`src/verilog/tfp_pkg.sv`:
```
// Functional notes
// RULE_01: fast modes 5,6,7,14,15 count BOTTOM up to TOP, then restart at BOTTOM.
// RULE_02: fast TOP is fixed, capture value, or compare A; clear one tick after TOP.
// RULE_03: fast output mode 2 clears on match, sets at BOTTOM; mode 3 inverse.
// RULE_04: any PWM mode sets channel match flag when count equals its compare value.
// RULE_05: fast overflow flag at TOP; TOP-defining register flag set same tick.
// RULE_06: fixed TOP modes mask compare writes above the resolution to zero.
// RULE_07: capture TOP is unbuffered; missed TOP runs to maximum and wraps through zero.
// RULE_08: fast compare writes buffered; active value loads at TOP with clear and overflow.
// RULE_09: compare zero gives one-tick spike per period; compare TOP gives constant level.
// RULE_10: fast channel A output mode 1 toggles on match, still double buffered.
// RULE_11: compare level reaches pin only when pin direction bit selects output.
// RULE_12: phase modes 1,2,3,10,11 count up to TOP then down to BOTTOM.
// RULE_13: phase TOP fixed, capture value or compare A; TOP held one tick.
// RULE_14: phase non-inverting clears on up match, sets on down match; inverting opposite.
// RULE_15: phase overflow at BOTTOM; buffers load at TOP with TOP register flag.
// RULE_16: software keeps register TOP between 0x0003 and 0xFFFF.
// RULE_17: software keeps TOP at or above compare values, else no match occurs.
// RULE_18: phase compare BOTTOM gives constant low, TOP constant high, non-inverting.
// RULE_19: phase period runs TOP to TOP since compare values load at TOP.
// RULE_20: output mode zero leaves compare output alone; pin returns to port control.
// RULE_21: output mode bits are unbuffered and act at once.
// RULE_22: reset clears every channel's compare output register.
// RULE_23: counting and match evaluation happen only on timer tick cycles.
package tfp_pkg;
  // ==========================================================
  // register map (byte addresses)
  localparam logic [7:0] TFP_OFF_CTRL = 8'h00;
  localparam logic [7:0] TFP_OFF_COUNT = 8'h04;
  localparam logic [7:0] TFP_OFF_CMPA = 8'h08;
  localparam logic [7:0] TFP_OFF_CMPB = 8'h0C;
  localparam logic [7:0] TFP_OFF_CAPTOP = 8'h10;
  localparam logic [7:0] TFP_OFF_FLAGS = 8'h14;
  localparam logic [7:0] TFP_OFF_ACTIVE = 8'h18;
  // ==========================================================
  // control fields
  localparam int TFP_CTRL_WGM_LSB = 0;
  localparam int TFP_CTRL_COMA_LSB = 4;
  localparam int TFP_CTRL_COMB_LSB = 6;
  localparam int TFP_CTRL_DIR_LSB = 8;
  localparam logic [3:0] TFP_WGM_RST = 4'h0;
  localparam logic [1:0] TFP_COM_RST = 2'h0;
  localparam logic [1:0] TFP_DIR_RST = 2'h0;
  // flag bit positions
  localparam int TFP_FLG_OVF = 0;
  localparam int TFP_FLG_MATCH_A = 1;
  localparam int TFP_FLG_MATCH_B = 2;
  localparam int TFP_FLG_CAP = 3;
  // ==========================================================
  // waveform modes
  localparam logic [3:0] TFP_WGM_PH8 = 4'h1;
  localparam logic [3:0] TFP_WGM_PH9 = 4'h2;
  localparam logic [3:0] TFP_WGM_PH10 = 4'h3;
  localparam logic [3:0] TFP_WGM_FA8 = 4'h5;
  localparam logic [3:0] TFP_WGM_FA9 = 4'h6;
  localparam logic [3:0] TFP_WGM_FA10 = 4'h7;
  localparam logic [3:0] TFP_WGM_PH_CAP = 4'hA;
  localparam logic [3:0] TFP_WGM_PH_CMPA = 4'hB;
  localparam logic [3:0] TFP_WGM_FA_CAP = 4'hE;
  localparam logic [3:0] TFP_WGM_FA_CMPA = 4'hF;
  // output modes
  localparam logic [1:0] TFP_COM_OFF = 2'h0;
  localparam logic [1:0] TFP_COM_TOGGLE = 2'h1;
  localparam logic [1:0] TFP_COM_NONINV = 2'h2;
  localparam logic [1:0] TFP_COM_INV = 2'h3;
  // counter values
  localparam logic [15:0] TFP_BOTTOM = 16'h0000;
  localparam logic [15:0] TFP_MAX = 16'hFFFF;
  localparam logic [15:0] TFP_TOP8 = 16'h00FF;
  localparam logic [15:0] TFP_TOP9 = 16'h01FF;
  localparam logic [15:0] TFP_TOP10 = 16'h03FF;
  localparam logic [15:0] TFP_ONE = 16'h0001;
  localparam logic [15:0] TFP_RST16 = 16'h0000;

  typedef enum logic [0:0] {TFP_DIR_UP = 1'b0, TFP_DIR_DOWN = 1'b1} tfp_dir_t;

  // fixed TOP of a mode, zero when TOP is not fixed; doubles as write mask
  function automatic logic [15:0] tfp_fixed_top(input logic [3:0] wgm);
    logic [15:0] r;
    r = TFP_BOTTOM;
    if (wgm == TFP_WGM_PH8 || wgm == TFP_WGM_FA8) r = TFP_TOP8;
    if (wgm == TFP_WGM_PH9 || wgm == TFP_WGM_FA9) r = TFP_TOP9;
    if (wgm == TFP_WGM_PH10 || wgm == TFP_WGM_FA10) r = TFP_TOP10;
    return r;
  endfunction

  function automatic logic tfp_is_fast(input logic [3:0] wgm);
    return wgm == TFP_WGM_FA8 || wgm == TFP_WGM_FA9 || wgm == TFP_WGM_FA10 ||
           wgm == TFP_WGM_FA_CAP || wgm == TFP_WGM_FA_CMPA;
  endfunction

  function automatic logic tfp_is_phase(input logic [3:0] wgm);
    return wgm == TFP_WGM_PH8 || wgm == TFP_WGM_PH9 || wgm == TFP_WGM_PH10 ||
           wgm == TFP_WGM_PH_CAP || wgm == TFP_WGM_PH_CMPA;
  endfunction
endpackage

```
`src/verilog/tfp_chan_if.sv`:
```
`timescale 1ns/1ps
`default_nettype none
interface tfp_chan_if;
  logic tick;
  logic [15:0] count;
  logic load;
  logic top_clr;
  logic fast;
  logic phase;
  logic rising;
  logic buffered;
  logic wr;
  logic [15:0] wdata;
  logic [1:0] mode;
  logic [15:0] active;
  logic [15:0] buffer;
  logic match;
  logic oc;
  modport ctl (output tick, count, load, top_clr, fast, phase, rising, buffered, wr, wdata, mode,
               input active, buffer, match, oc);
  modport chan (input tick, count, load, top_clr, fast, phase, rising, buffered, wr, wdata, mode,
                output active, buffer, match, oc);
endinterface
`default_nettype wire

```
`src/verilog/tfp_compare_channel.sv`:
```
`timescale 1ns/1ps
`default_nettype none
module tfp_compare_channel #(
  parameter bit CAN_TOGGLE = 1'b0
) (
  input wire logic clk,
  input wire logic rst,
  tfp_chan_if.chan ch
);
  // ==========================================================
  // compare buffer and active value
  always_ff @(posedge clk) begin
    if (rst) begin
      ch.buffer <= tfp_pkg::TFP_RST16;
    end else if (ch.wr) begin
      ch.buffer <= ch.wdata; // RULE_08
    end
  end

  always_ff @(posedge clk) begin
    if (rst) begin
      ch.active <= tfp_pkg::TFP_RST16;
    end else if (ch.wr && !ch.buffered) begin
      ch.active <= ch.wdata;
    end else if (ch.load) begin
      ch.active <= ch.buffer; // RULE_08 RULE_15 RULE_19
    end
  end

  assign ch.match = ch.tick && (ch.count == ch.active); // RULE_04 RULE_23

  // ==========================================================
  // compare output register; mode read live, never buffered
  always_ff @(posedge clk) begin
    if (rst) begin
      ch.oc <= 1'b0; // RULE_22
    end else if (ch.tick) begin
      unique case (ch.mode) // RULE_21
        tfp_pkg::TFP_COM_NONINV: begin
          // set at the clear wins, so compare at TOP stays high
          if (ch.fast && ch.top_clr) begin
            ch.oc <= 1'b1; // RULE_03 RULE_09
          end else if (ch.fast && ch.match) begin
            ch.oc <= 1'b0; // RULE_03
          end else if (ch.phase && ch.match) begin
            ch.oc <= !ch.rising; // RULE_14 RULE_18
          end
        end
        tfp_pkg::TFP_COM_INV: begin
          if (ch.fast && ch.top_clr) begin
            ch.oc <= 1'b0; // RULE_03 RULE_09
          end else if (ch.fast && ch.match) begin
            ch.oc <= 1'b1; // RULE_03
          end else if (ch.phase && ch.match) begin
            ch.oc <= ch.rising; // RULE_14 RULE_18
          end
        end
        tfp_pkg::TFP_COM_TOGGLE: begin
          if (CAN_TOGGLE && ch.fast && ch.match) begin
            ch.oc <= !ch.oc; // RULE_10
          end
        end
        tfp_pkg::TFP_COM_OFF: begin
          ch.oc <= ch.oc; // RULE_20
        end
      endcase
    end
  end
endmodule
`default_nettype wire

```
`src/verilog/tfp_timer_pwm.sv`:
```
// Our own choices: register access over APB and the address map.
`timescale 1ns/1ps
`default_nettype none
module tfp_timer_pwm (
  input wire logic clk,
  input wire logic rst,
  input wire logic psel,
  input wire logic penable,
  input wire logic pwrite,
  input wire logic [7:0] paddr,
  input wire logic [31:0] pwdata,
  output logic [31:0] prdata,
  output logic pready,
  output logic pslverr,
  input wire logic timer_tick,
  input wire logic [1:0] port_level,
  output logic [1:0] pin_out,
  output logic [1:0] pin_oe
);
  // ==========================================================
  // state
  logic [3:0] waveform_mode_select;
  logic [1:0] channel_a_output_mode;
  logic [1:0] channel_b_output_mode;
  logic [1:0] output_pin_direction_bit;
  logic [15:0] counter_value;
  logic [15:0] capture_top_value;
  tfp_pkg::tfp_dir_t count_dir;
  logic overflow_flag;
  logic capture_flag;
  logic [1:0] compare_match_flag;

  logic [15:0] top_value;
  logic [15:0] fixed_top;
  logic is_fast;
  logic is_phase;
  logic at_top;
  logic at_bottom;
  logic rising;
  logic load_evt;
  logic ovf_set;
  logic cap_set;
  logic [1:0] chan_match;
  logic [1:0] chan_oc;
  logic [15:0] act_a;
  logic [15:0] act_b;
  logic [15:0] buf_a;
  logic [15:0] buf_b;
  logic [15:0] cmp_wdata;

  // ==========================================================
  // apb slave: one wait state, pready from a flop
  logic apb_done;
  logic wr_ctrl;
  logic wr_count;
  logic wr_cmpa;
  logic wr_cmpb;
  logic wr_cap;
  logic wr_flags;

  function automatic logic addr_mapped(input logic [7:0] a);
    return a == tfp_pkg::TFP_OFF_CTRL || a == tfp_pkg::TFP_OFF_COUNT ||
           a == tfp_pkg::TFP_OFF_CMPA || a == tfp_pkg::TFP_OFF_CMPB ||
           a == tfp_pkg::TFP_OFF_CAPTOP || a == tfp_pkg::TFP_OFF_FLAGS ||
           a == tfp_pkg::TFP_OFF_ACTIVE;
  endfunction

  assign apb_done = psel && penable && pready;
  assign wr_ctrl = apb_done && pwrite && paddr == tfp_pkg::TFP_OFF_CTRL;
  assign wr_count = apb_done && pwrite && paddr == tfp_pkg::TFP_OFF_COUNT;
  assign wr_cmpa = apb_done && pwrite && paddr == tfp_pkg::TFP_OFF_CMPA;
  assign wr_cmpb = apb_done && pwrite && paddr == tfp_pkg::TFP_OFF_CMPB;
  assign wr_cap = apb_done && pwrite && paddr == tfp_pkg::TFP_OFF_CAPTOP;
  assign wr_flags = apb_done && pwrite && paddr == tfp_pkg::TFP_OFF_FLAGS;

  always_ff @(posedge clk) begin
    if (rst) begin
      pready <= 1'b0;
      pslverr <= 1'b0;
    end else begin
      pready <= psel && penable && !pready;
      pslverr <= psel && penable && !pready && !addr_mapped(paddr);
    end
  end

  always_ff @(posedge clk) begin
    if (rst) begin
      prdata <= 32'h00000000;
    end else if (psel && penable && !pready && !pwrite) begin
      unique case (paddr)
        tfp_pkg::TFP_OFF_CTRL: prdata <= {22'h000000, output_pin_direction_bit, channel_b_output_mode,
                                          channel_a_output_mode, waveform_mode_select};
        tfp_pkg::TFP_OFF_COUNT: prdata <= {16'h0000, counter_value};
        tfp_pkg::TFP_OFF_CMPA: prdata <= {16'h0000, buf_a};
        tfp_pkg::TFP_OFF_CMPB: prdata <= {16'h0000, buf_b};
        tfp_pkg::TFP_OFF_CAPTOP: prdata <= {16'h0000, capture_top_value};
        tfp_pkg::TFP_OFF_FLAGS: prdata <= {28'h0000000, capture_flag, compare_match_flag, overflow_flag};
        tfp_pkg::TFP_OFF_ACTIVE: prdata <= {act_b, act_a};
        default: prdata <= 32'h00000000;
      endcase
    end
  end

  // ==========================================================
  // control and capture registers
  always_ff @(posedge clk) begin
    if (rst) begin
      waveform_mode_select <= tfp_pkg::TFP_WGM_RST;
      channel_a_output_mode <= tfp_pkg::TFP_COM_RST;
      channel_b_output_mode <= tfp_pkg::TFP_COM_RST;
      output_pin_direction_bit <= tfp_pkg::TFP_DIR_RST;
    end else if (wr_ctrl) begin
      waveform_mode_select <= pwdata[tfp_pkg::TFP_CTRL_WGM_LSB +: 4];
      channel_a_output_mode <= pwdata[tfp_pkg::TFP_CTRL_COMA_LSB +: 2]; // RULE_21
      channel_b_output_mode <= pwdata[tfp_pkg::TFP_CTRL_COMB_LSB +: 2]; // RULE_21
      output_pin_direction_bit <= pwdata[tfp_pkg::TFP_CTRL_DIR_LSB +: 2];
    end
  end

  // unbuffered: a value below the count is missed until the wrap
  always_ff @(posedge clk) begin
    if (rst) begin
      capture_top_value <= tfp_pkg::TFP_RST16;
    end else if (wr_cap) begin
      capture_top_value <= pwdata[15:0]; // RULE_07
    end
  end

  // ==========================================================
  // TOP selection and counter events
  always_comb begin
    fixed_top = tfp_pkg::tfp_fixed_top(waveform_mode_select);
    is_fast = tfp_pkg::tfp_is_fast(waveform_mode_select);
    is_phase = tfp_pkg::tfp_is_phase(waveform_mode_select);
    if (fixed_top != tfp_pkg::TFP_BOTTOM) begin
      top_value = fixed_top; // RULE_02 RULE_13
    end else if (waveform_mode_select == tfp_pkg::TFP_WGM_FA_CAP ||
                 waveform_mode_select == tfp_pkg::TFP_WGM_PH_CAP) begin
      top_value = capture_top_value; // RULE_02 RULE_13
    end else if (waveform_mode_select == tfp_pkg::TFP_WGM_FA_CMPA ||
                 waveform_mode_select == tfp_pkg::TFP_WGM_PH_CMPA) begin
      top_value = act_a; // RULE_02 RULE_13
    end else begin
      top_value = tfp_pkg::TFP_MAX;
    end
  end

  assign at_top = counter_value == top_value;
  assign at_bottom = counter_value == tfp_pkg::TFP_BOTTOM;
  // match at BOTTOM counts as rising, at TOP as falling: keeps extremes constant
  assign rising = (count_dir == tfp_pkg::TFP_DIR_UP && !at_top) || at_bottom; // RULE_18
  assign load_evt = timer_tick && at_top && (is_fast || is_phase); // RULE_08 RULE_15 RULE_19
  assign ovf_set = timer_tick && (is_fast ? at_top : (is_phase ? at_bottom :
                   counter_value == tfp_pkg::TFP_MAX)); // RULE_05 RULE_15
  assign cap_set = timer_tick && at_top && (waveform_mode_select == tfp_pkg::TFP_WGM_FA_CAP ||
                   waveform_mode_select == tfp_pkg::TFP_WGM_PH_CAP); // RULE_05 RULE_15

  // ==========================================================
  // counter; a software write overrides the tick
  always_ff @(posedge clk) begin
    if (rst) begin
      counter_value <= tfp_pkg::TFP_RST16;
      count_dir <= tfp_pkg::TFP_DIR_UP;
    end else if (wr_count) begin
      counter_value <= pwdata[15:0];
    end else if (timer_tick) begin // RULE_23
      if (is_fast) begin
        count_dir <= tfp_pkg::TFP_DIR_UP;
        // past TOP the add wraps through zero naturally
        counter_value <= at_top ? tfp_pkg::TFP_BOTTOM : counter_value + tfp_pkg::TFP_ONE; // RULE_01 RULE_02 RULE_07
      end else if (is_phase) begin // RULE_12
        unique case (count_dir)
          tfp_pkg::TFP_DIR_UP: begin
            if (at_top) begin
              counter_value <= counter_value - tfp_pkg::TFP_ONE; // RULE_13
              count_dir <= tfp_pkg::TFP_DIR_DOWN;
            end else begin
              counter_value <= counter_value + tfp_pkg::TFP_ONE;
            end
          end
          tfp_pkg::TFP_DIR_DOWN: begin
            if (at_bottom) begin
              counter_value <= tfp_pkg::TFP_ONE;
              count_dir <= tfp_pkg::TFP_DIR_UP;
            end else begin
              counter_value <= counter_value - tfp_pkg::TFP_ONE;
            end
          end
        endcase
      end else begin
        count_dir <= tfp_pkg::TFP_DIR_UP;
        counter_value <= counter_value + tfp_pkg::TFP_ONE;
      end
    end
  end

  // ==========================================================
  // flags: write one to clear, a set in the same cycle wins
  always_ff @(posedge clk) begin
    if (rst) begin
      overflow_flag <= 1'b0;
      capture_flag <= 1'b0;
      compare_match_flag <= 2'h0;
    end else begin
      overflow_flag <= ovf_set || (overflow_flag && !(wr_flags && pwdata[tfp_pkg::TFP_FLG_OVF])); // RULE_05
      capture_flag <= cap_set || (capture_flag && !(wr_flags && pwdata[tfp_pkg::TFP_FLG_CAP]));
      compare_match_flag[0] <= chan_match[0] ||
        (compare_match_flag[0] && !(wr_flags && pwdata[tfp_pkg::TFP_FLG_MATCH_A])); // RULE_04 RULE_05
      compare_match_flag[1] <= chan_match[1] ||
        (compare_match_flag[1] && !(wr_flags && pwdata[tfp_pkg::TFP_FLG_MATCH_B])); // RULE_04
    end
  end

  // ==========================================================
  // compare channels
  // mask upper bits in fixed TOP modes before they reach the buffer
  assign cmp_wdata = (fixed_top != tfp_pkg::TFP_BOTTOM) ? (pwdata[15:0] & fixed_top) : pwdata[15:0]; // RULE_06

  tfp_chan_if chan_bus [2] ();

  genvar g;
  generate
    for (g = 0; g < 2; g++) begin : gen_chan
      assign chan_bus[g].tick = timer_tick;
      assign chan_bus[g].count = counter_value;
      assign chan_bus[g].load = load_evt;
      assign chan_bus[g].top_clr = timer_tick && is_fast && at_top;
      assign chan_bus[g].fast = is_fast;
      assign chan_bus[g].phase = is_phase;
      assign chan_bus[g].rising = rising;
      assign chan_bus[g].buffered = is_fast || is_phase;
      assign chan_bus[g].wr = (g == 0) ? wr_cmpa : wr_cmpb;
      assign chan_bus[g].wdata = cmp_wdata;
      assign chan_bus[g].mode = (g == 0) ? channel_a_output_mode : channel_b_output_mode;
      assign chan_match[g] = chan_bus[g].match;
      assign chan_oc[g] = chan_bus[g].oc;
      tfp_compare_channel #(
        .CAN_TOGGLE(g == 0)
      ) u_chan (
        .clk(clk),
        .rst(rst),
        .ch(chan_bus[g])
      );
    end
  endgenerate

  assign act_a = chan_bus[0].active;
  assign act_b = chan_bus[1].active;
  assign buf_a = chan_bus[0].buffer;
  assign buf_b = chan_bus[1].buffer;

  // ==========================================================
  // pins: mode zero hands the pin back to the port
  always_ff @(posedge clk) begin
    if (rst) begin
      pin_out <= 2'h0;
      pin_oe <= 2'h0;
    end else begin
      pin_out[0] <= (channel_a_output_mode != tfp_pkg::TFP_COM_OFF) ? chan_oc[0] : port_level[0]; // RULE_20
      pin_out[1] <= (channel_b_output_mode != tfp_pkg::TFP_COM_OFF) ? chan_oc[1] : port_level[1]; // RULE_20
      pin_oe <= output_pin_direction_bit; // RULE_11
    end
  end
endmodule
`default_nettype wire

```
`config.mk`:
```
export PLATFORM = sky130hd
export DESIGN_NAME = tfp_timer_pwm
export DESIGN_NICKNAME = d
export VERILOG_FILES = /design/src/verilog/tfp_pkg.sv /design/src/verilog/tfp_chan_if.sv /design/src/verilog/tfp_compare_channel.sv /design/src/verilog/tfp_timer_pwm.sv
export SDC_FILE = /design/constraint.sdc
export NUM_CORES = 1
export LEC_CHECK = 0
export CELL_PAD_IN_SITES_DETAIL_PLACEMENT = 1
export CELL_PAD_IN_SITES_GLOBAL_PLACEMENT = 1
export CORE_UTILIZATION = 36
export CTS_BUF_LIST = sky130_fd_sc_hd__clkbuf_8
export DETAILED_ROUTE_END_ITERATION = 6
export DONT_BUFFER_PORTS = 1
export GPL_TIMING_DRIVEN = 0
export PLACE_DENSITY = 0.66
export SYNTH_ARGS = -nofsm -noshare
export SYNTH_HDL_FRONTEND = slang
export SYNTH_HIERARCHICAL = 1
export SYNTH_SLANG_ARGS = --single-unit
export TNS_END_PERCENT = 5
```
`constraint.sdc`:
```
create_clock -name clk -period 3.35 [get_ports clk]
set_input_delay 0.1675 -clock clk [delete_from_list [all_inputs] [get_ports clk]]
set_output_delay 0.1675 -clock clk [all_outputs]
set_load 0.01 [all_outputs]
```
==> results of run 1 <==
==> cell type report <==
class,count,area [um^2]
fillers,2938,14100
multi-input cells,847,5670
flip-flops and latches,151,3040
plain buffers,95,454
well taps,324,405
repair buffers,32,302
clock buffers,17,234
clock inverters,15,201
inverters,19,78.8
diodes,5,12.5
==> state kept, by name, indices dropped and copies added, names as in the netlist <==
signal	cells
gen_chan.u_chan/ch.active	32
gen_chan.u_chan/ch.buffer	32
prdata	32
capture_top_value	16
chan_bus.count	16
chan_bus.mode	4
waveform_mode_select	4
compare_match_flag	2
gen_chan.u_chan/ch.oc	2
output_pin_direction_bit	2
pin_oe	2
pin_out	2
capture_flag	1
count_dir	1
overflow_flag	1
pready	1
pslverr	1
==> metal layers <==
layer | part of all wire (%) | vias to the layer above | wire length (um) | global-route usage [%]
li1 | - | 4145 | - | -
met1 | 45 | 4550 | 17400 | 41.4
met2 | 45 | 442 | 17700 | 47.9
met3 | 7.7 | 58 | 3010 | 5.61
met4 | 2.5 | 0 | 972 | 9.61
met5 | 0 | - | 0 | 0
==> what timing repair did <==
action                                  in CTS  in global routing
endpoints found under the setup margin      41                 40
hold buffers                                22                  1
pin swaps                                    5                 11
buffers inserted                             6                  3
endpoints found under the hold margin       55                  1
gates resized for setup                     55                 24
==> critical path, delay by kind of cell, from the launching register on <==
kind / cells / cell delay (ps)
buf+inv: 2 / 340
simple gates: 8 / 1780
compound gates: 7 / 1050
flops: 1 / 330
==> cell families after synthesis <==
family	Yosys count
AO/OA/AOI/OAI	254
XOR/XNOR	58
adder cells (fa/ha/maj)	3
buffers and inverters	114
flip-flops	151
multiplexers	103
AND/OR/NAND/NOR	429
==> Yosys cell counts, drive strengths merged, types with 4 or more instances <==
cell	instances
nand4b	4
buf	18
nand2	110
o22ai	5
a222oi	12
nand3b	4
mux2	9
nor3	31
mux2i	87
nor3b	7
or4	10
and2	12
clkbuf	77
nand2b	8
a22oi	9
xnor2	30
dfxtp	151
a22o	7
nor2b	6
nand4	11
o221ai	5
nand3	43
o31ai	6
a21oi	73
a211oi	49
nor4	12
inv	19
xor2	28
o21ai	37
a221oi	5
and3	11
mux4	7
a21boi	10
or2	4
nor2	138
or3	8
a311oi	4
==> power breakdown <==
| part | leakage (uW) | internal, uW | switching (uW) | total (uW) |
|---|---|---|---|---|
| clock | 0.000215 | 585 | 956 | 1540 |
| sequential | 0.00122 | 1810 | 26.3 | 1840 |
| combinational | 0.00205 | 109 | 239 | 348 |
==> stage by stage <==
step,power (uW),utilization (%),hold WS (ps)
floorplan,2070,-,303
global placement,2170,38.5,305
detailed placement,2170,38.5,313
CTS,3730,41.9,-25.3
global route,3830,42.5,29.2
finish,3730,42.5,1.86
==> worst max path at each step <==
stage                                  startpoint                               end  slack (ps)  depth (start not counted)
after floorplan           waveform_mode_select[0]  gen_chan[0].u_chan/ch.active[10]         -40                         13
after global placement       chan_bus[0].count[7]  gen_chan[1].u_chan/ch.active[14]       -1030                         12
after detailed placement     chan_bus[0].count[7]  gen_chan[1].u_chan/ch.active[14]       -1110                         12
after CTS                 waveform_mode_select[0]          gen_chan[1].u_chan/ch.oc        -190                         17
after global routing      waveform_mode_select[0]          gen_chan[1].u_chan/ch.oc        -380                         17
final                     waveform_mode_select[0]          gen_chan[1].u_chan/ch.oc        -220                         17
==> placed cells by master, fill, tap and decap left out, types with 7 or more instances in the layout <==
master	instances
dfxtp_1	143
nor2_1	133
nand2_1	107
mux2i_1	87
a21oi_1	71
clkbuf_1	67
a211oi_1	46
nand3_1	42
o21ai_0	29
xnor2_1	29
xor2_1	27
nor3_1	26
dlygate4sd3_1	23
clkbuf_8	17
inv_1	16
buf_4	12
and2_1	12
a222oi_1	12
nand4_1	11
a21boi_0	10
and3_1	10
a22oi_1	9
nor4_1	9
nand2b_1	8
or4_1	8
or3_1	8
mux2_2	8
clkinv_8	8
clkbuf_2	7
a22o_1	7
mux4_2	7
==> flow_summary.json, run 1 <==
{
  "hold_path.class": "primary input to register",
  "cts_buffer_depth": 2,
  "critPathRequiredTime_ps": 3770,
  "hold_violations": 0,
  "path_max_fanout": 8,
  "detail_route.wirelength_um": 39100,
  "violations": "setup timing",
  "relSlewSlack_pct": 25.4,
  "cts_root_buffer": "clkbuf_8",
  "numCtsBuffers": 17,
  "r2r_end": "gen_chan[1].u_chan/ch.oc",
  "port_buffers": 0,
  "ant_nets": 0,
  "drive_above_1_share_pct": 11.2,
  "synth_xor_xnor_area_share_pct": 5.72,
  "ys_seq_area_share_pct": 33.6,
  "endpoint_kind": "register",
  "die_y_um": 160,
  "leakage_uw": 0.00349,
  "max_cap_violations": 0,
  "drt_iter0_drc": 923,
  "drc": 0,
  "dr.pass1.iters": 6,
  "startpoint_type": "register",
  "r2r_cells": 17,
  "finalSetupViolations": 23,
  "period_share_pct": 107,
  "hp-start": "rst",
  "whs_path_depth": 2,
  "routedWlPerCell_um": 26.0,
  "drv_slew": 0,
  "htree_levels": 4,
  "crit_arrival_ps": 3990,
  "synth_seq_cells": 151,
  "ios": 86,
  "rr_startpoint": "waveform_mode_select[0]",
  "crit_top_cell": "buf_6",
  "clk-insertion-delay-late_ps": 490,
  "grt_pass1_vias": 9066,
  "syn_nets": 1163,
  "cpPeakStageDelay_ps": 550,
  "vias": 9195,
  "fin_crit_ps": 3570,
  "rsz0062_at_grt": "true",
  "yosysTopAreaCell": "dfxtp_1",
  "grt_pass1_wl_um": 57800,
  "tightest_slew_ps": 1110,
  "synth_top_area_share_pct": 33.6,
  "fin_setup_tns_ps": -2710,
  "dp_hpwl_um": 29500,
  "synthCells": 1112,
  "grt_max_degree": 20,
  "gp_congestion": 0.948,
  "place_area_um2": 9410,
  "worst_slack_ps": -221,
  "synth_top_family_by_area": "simple AND/OR/NAND/NOR gates",
  "synth_cell_types": 85,
  "crit_chain": "buf_6, and2b_4, o21ai_2, a211o_1, or4b_4, or4_4, nor3_2, nand4_1, buf_6, nor2_4, nand2_2, nand3_2, o311a_1, o31a_1, o311ai_2, a21o_1, a21oi_2",
  "avgSynthCellArea_um2": 8.10,
  "cts_tree": "built",
  "place_ws_ps": -1110,
  "antenna_found_initial": 3,
  "die-area_um2": 25700,
  "finClkSkew_ps": 17.7,
  "whs_endpoint": "gen_chan[1].u_chan/ch.active[2]",
  "synthArstFlopShare_pct": 0,
  "netlist_area_um2": 9010,
  "core_area_um2": 24500,
  "status": "finished with violations",
  "fmax_ghz": 0.280,
  "cts_sinks": 151,
  "nets": 1214,
  "fp.dieW_um": 160,
  "synth_fa_ha_area_share_pct": 0.417,
  "cts.reportedPaths.clkPinSlew_ps": 110,
  "initial_core_util_pct": 36.8,
  "synth_flop_cell": "dfxtp_1",
  "synth_edf_count": 0,
  "fin_area_um2": 10400,
  "ff2ff_setup_slack_ps": -220,
  "vdd_drop_max_v": 0.000207,
  "cp_slowest_cell": "or4b_4",
  "ys_warn_count": 6,
  "synth.mux.area_fraction_pct": 12.6,
  "synth_compound_area_share_pct": 19.2,
  "area_delta_synth_final_pct": 15.4,
  "pwr_density_cell_nw_per_um2": 358,
  "viasPerCell": 6.11,
  "placed_cells": 1436,
  "grtUsageTotal_pct": 30.3,
  "final_cells": 1505,
  "global_route.overflow_total": 0,
  "path_class": "register to register",
  "yosys.area_share.simple_pct": 23.5,
  "synth_area_leaders": "dfxtp_1, mux2i_1, nor2_1",
  "rows": 57
}
Power figures use the tool's default switching activity.
==> inputs of run 2 (changes only) <==
TNS_END_PERCENT = 100   (was 5)
==> run 2 against run 1 <==
Core utilization up 0.74 points; count of clock-buffer cells in the layout unchanged; via count up 0.54%; worst hold slack worse by 1.8 ps; critical path depth down 1; register-to-register slack worse by 30 ps; the run still ends with setup timing left; global-route usage up 0.39 points; setup slack worse by 34 ps; largest cell class unchanged.
==> flow_summary.json, run 2 (synthesis results as in run 1) <==
{
  "antenna_found_initial": 3,
  "reg_top3": "gen_chan.u_chan/ch.active (32), gen_chan.u_chan/ch.buffer (32), prdata (32)",
  "final_common_cell": "dfxtp_1",
  "cts_root_buffer": "clkbuf_8",
  "initial_core_util_pct": 36.8,
  "violations": "setup timing",
  "ios": 86,
  "gp_congestion": 0.948,
  "die_y_um": 160,
  "pwr_density_cell_nw_per_um2": 353,
  "r2r_cells": 16,
  "hp-start": "rst",
  "htree_levels": 4,
  "p_sw_uw": 1230,
  "rows": 57,
  "rsz0062_at_grt": "true",
  "startpoint_type": "register",
  "ff2ff_setup_slack_ps": -250,
  "ant_nets": 0,
  "drive_above_1_share_pct": 12.4,
  "period_share_pct": 108,
  "core_area_um2": 24500,
  "tightest_slew_ps": 1050,
  "whs_path_depth": 2,
  "path_max_fanout": 8,
  "finalSetupViolations": 34,
  "nets": 1221,
  "combPwrFrac_pct": 9.4,
  "switching_share_pct": 32.9,
  "relSlewSlack_pct": 29.4,
  "global_route.overflow_total": 0,
  "cts_tree": "built",
  "path_class": "register to register",
  "fp.dieW_um": 160,
  "max_cap_violations": 0,
  "r2r_end": "gen_chan[1].u_chan/ch.oc",
  "leakage_uw": 0.00356,
  "hold_violations": 0,
  "detail_route.wirelength_um": 39700,
  "cell_internal_pwr_uw": 2500,
  "endpoint_kind": "register",
  "fin_setup_tns_ps": -4840,
  "routedWlPerCell_um": 26.3,
  "clk-insertion-delay-late_ps": 500,
  "fin_crit_ps": 3600,
  "worst_slack_ps": -255,
  "grtUsageTotal_pct": 30.7,
  "rr_startpoint": "chan_bus[0].count[2]",
  "drc": 0,
  "critPathRequiredTime_ps": 3780,
  "dp_hpwl_um": 29500,
  "grt_max_degree": 20,
  "vias": 9245,
  "cts_sinks": 151,
  "drt_iter0_drc": 1014,
  "whs_endpoint": "gen_chan[1].u_chan/ch.active[2]",
  "drv_slew": 0,
  "clockPowerShare_pct": 41.4,
  "port_buffers": 0,
  "fmax_ghz": 0.277,
  "hold_path.class": "primary input to register",
  "cts_buffer_depth": 2,
  "sequentialPowerShare_pct": 49.2,
  "viasPerCell": 6.11,
  "cts.reportedPaths.clkPinSlew_ps": 110,
  "place_ws_ps": -1110,
  "post-route-util_pct": 43.2,
  "grt_pass1_wl_um": 58500,
  "vdd_drop_max_v": 0.000208,
  "die-area_um2": 25700,
  "finClkSkew_ps": 15.5,
  "crit_arrival_ps": 4040,
  "area_delta_synth_final_pct": 17.4,
  "grt_pass1_vias": 9125,
  "final_cell_mix": "dfxtp_1, nor2_1, nand2_1, mux2i_1, a21oi_1",
  "numCtsBuffers": 17,
  "status": "finished with violations",
  "dr.pass1.iters": 6
}
## run 2: changes by cell type in the layout (fill, tap and decap cells not counted), moves of 2 or more
cell | before | now
a211oi_1 | 46 | 42
a211oi_2 | 3 | 7
buf_12 | 1 | 3
buf_6 | 6 | 9
mux2i_1 | 87 | 82
mux2i_2 | 0 | 3
mux2i_4 | 0 | 2
## run 2: per-stage QoR
stage                     area, um^2  hold WS (ps)  power [uW]  std cells
final                          10600        0.0404        3740       1513
after global routing           10600          34.5        3830       1512
after CTS                      10400         -25.3        3730       1504
after detailed placement        9410           313        2170       1436
after global placement          9410           305        2170       1436
after floorplan                 9010           303        2070       1112
## run 2: what timing repair did
action                                 4_1_cts  5_1_grt
setup endpoints to repair                   41       42
hold buffers                                22        1
pin swaps                                   28       11
resized for setup                           68       30
buffers inserted                            13        4
endpoints found under the hold margin       55        1
gates cloned                                 1        1
## run 2: routing by layer
metal | wire, um | track usage, %
met5 | 0 | 0
met2 | 17800 | 48.3
met4 | 1210 | 10.8
met3 | 2750 | 5.79
met1 | 18000 | 41.7
## run 2: worst max-delay path by stage
| stage | startpoint | end | slack, ps | cells past startpoint |
|---|---|---|---|---|
| final | chan_bus[0].count[2] | gen_chan[1].u_chan/ch.oc | -250 | 16 |
| after global routing | waveform_mode_select[0] | gen_chan[1].u_chan/ch.oc | -380 | 17 |
| after CTS | waveform_mode_select[0] | gen_chan[1].u_chan/ch.oc | -190 | 17 |
| after detailed placement | chan_bus[0].count[7] | gen_chan[1].u_chan/ch.active[14] | -1110 | 12 |
| after global placement | chan_bus[0].count[7] | gen_chan[1].u_chan/ch.active[14] | -1030 | 12 |
| after floorplan | waveform_mode_select[0] | gen_chan[0].u_chan/ch.active[10] | -40 | 13 |
## run 2: worst max-delay path: stages (launching register included)
cell and delay (ps):
dfxtp_4 420, clkbuf_4 220, a21oi_1 90, a211o_1 280, or4b_4 550, or4_4 540
nor3_2 120, nand4_1 120, buf_6 190, nor2_4 120, nand2_2 80, nand3_2 90
o311a_1 160, o31a_1 140, o311ai_2 100, a21o_1 180, a21oi_2 120
## run 2: final cells by class
class	instances	area [um^2]
multi-input combinational	847	5720
timing repair buffer	42	453
clock inverter	15	201
tap	324	405
inverter	19	78.8
antenna	6	15.0
clock buffer	17	234
fill	2921	13900
sequential	151	3040
buffer	92	432
## run 2: power groups by stage
stage	clock network (uW)	logic, uW	registers [uW]
after global placement	0	291	1880
after global routing	1620	371	1840
after CTS	1550	333	1840
final	1550	351	1840
after floorplan	0	196	1870
after detailed placement	0	293	1880
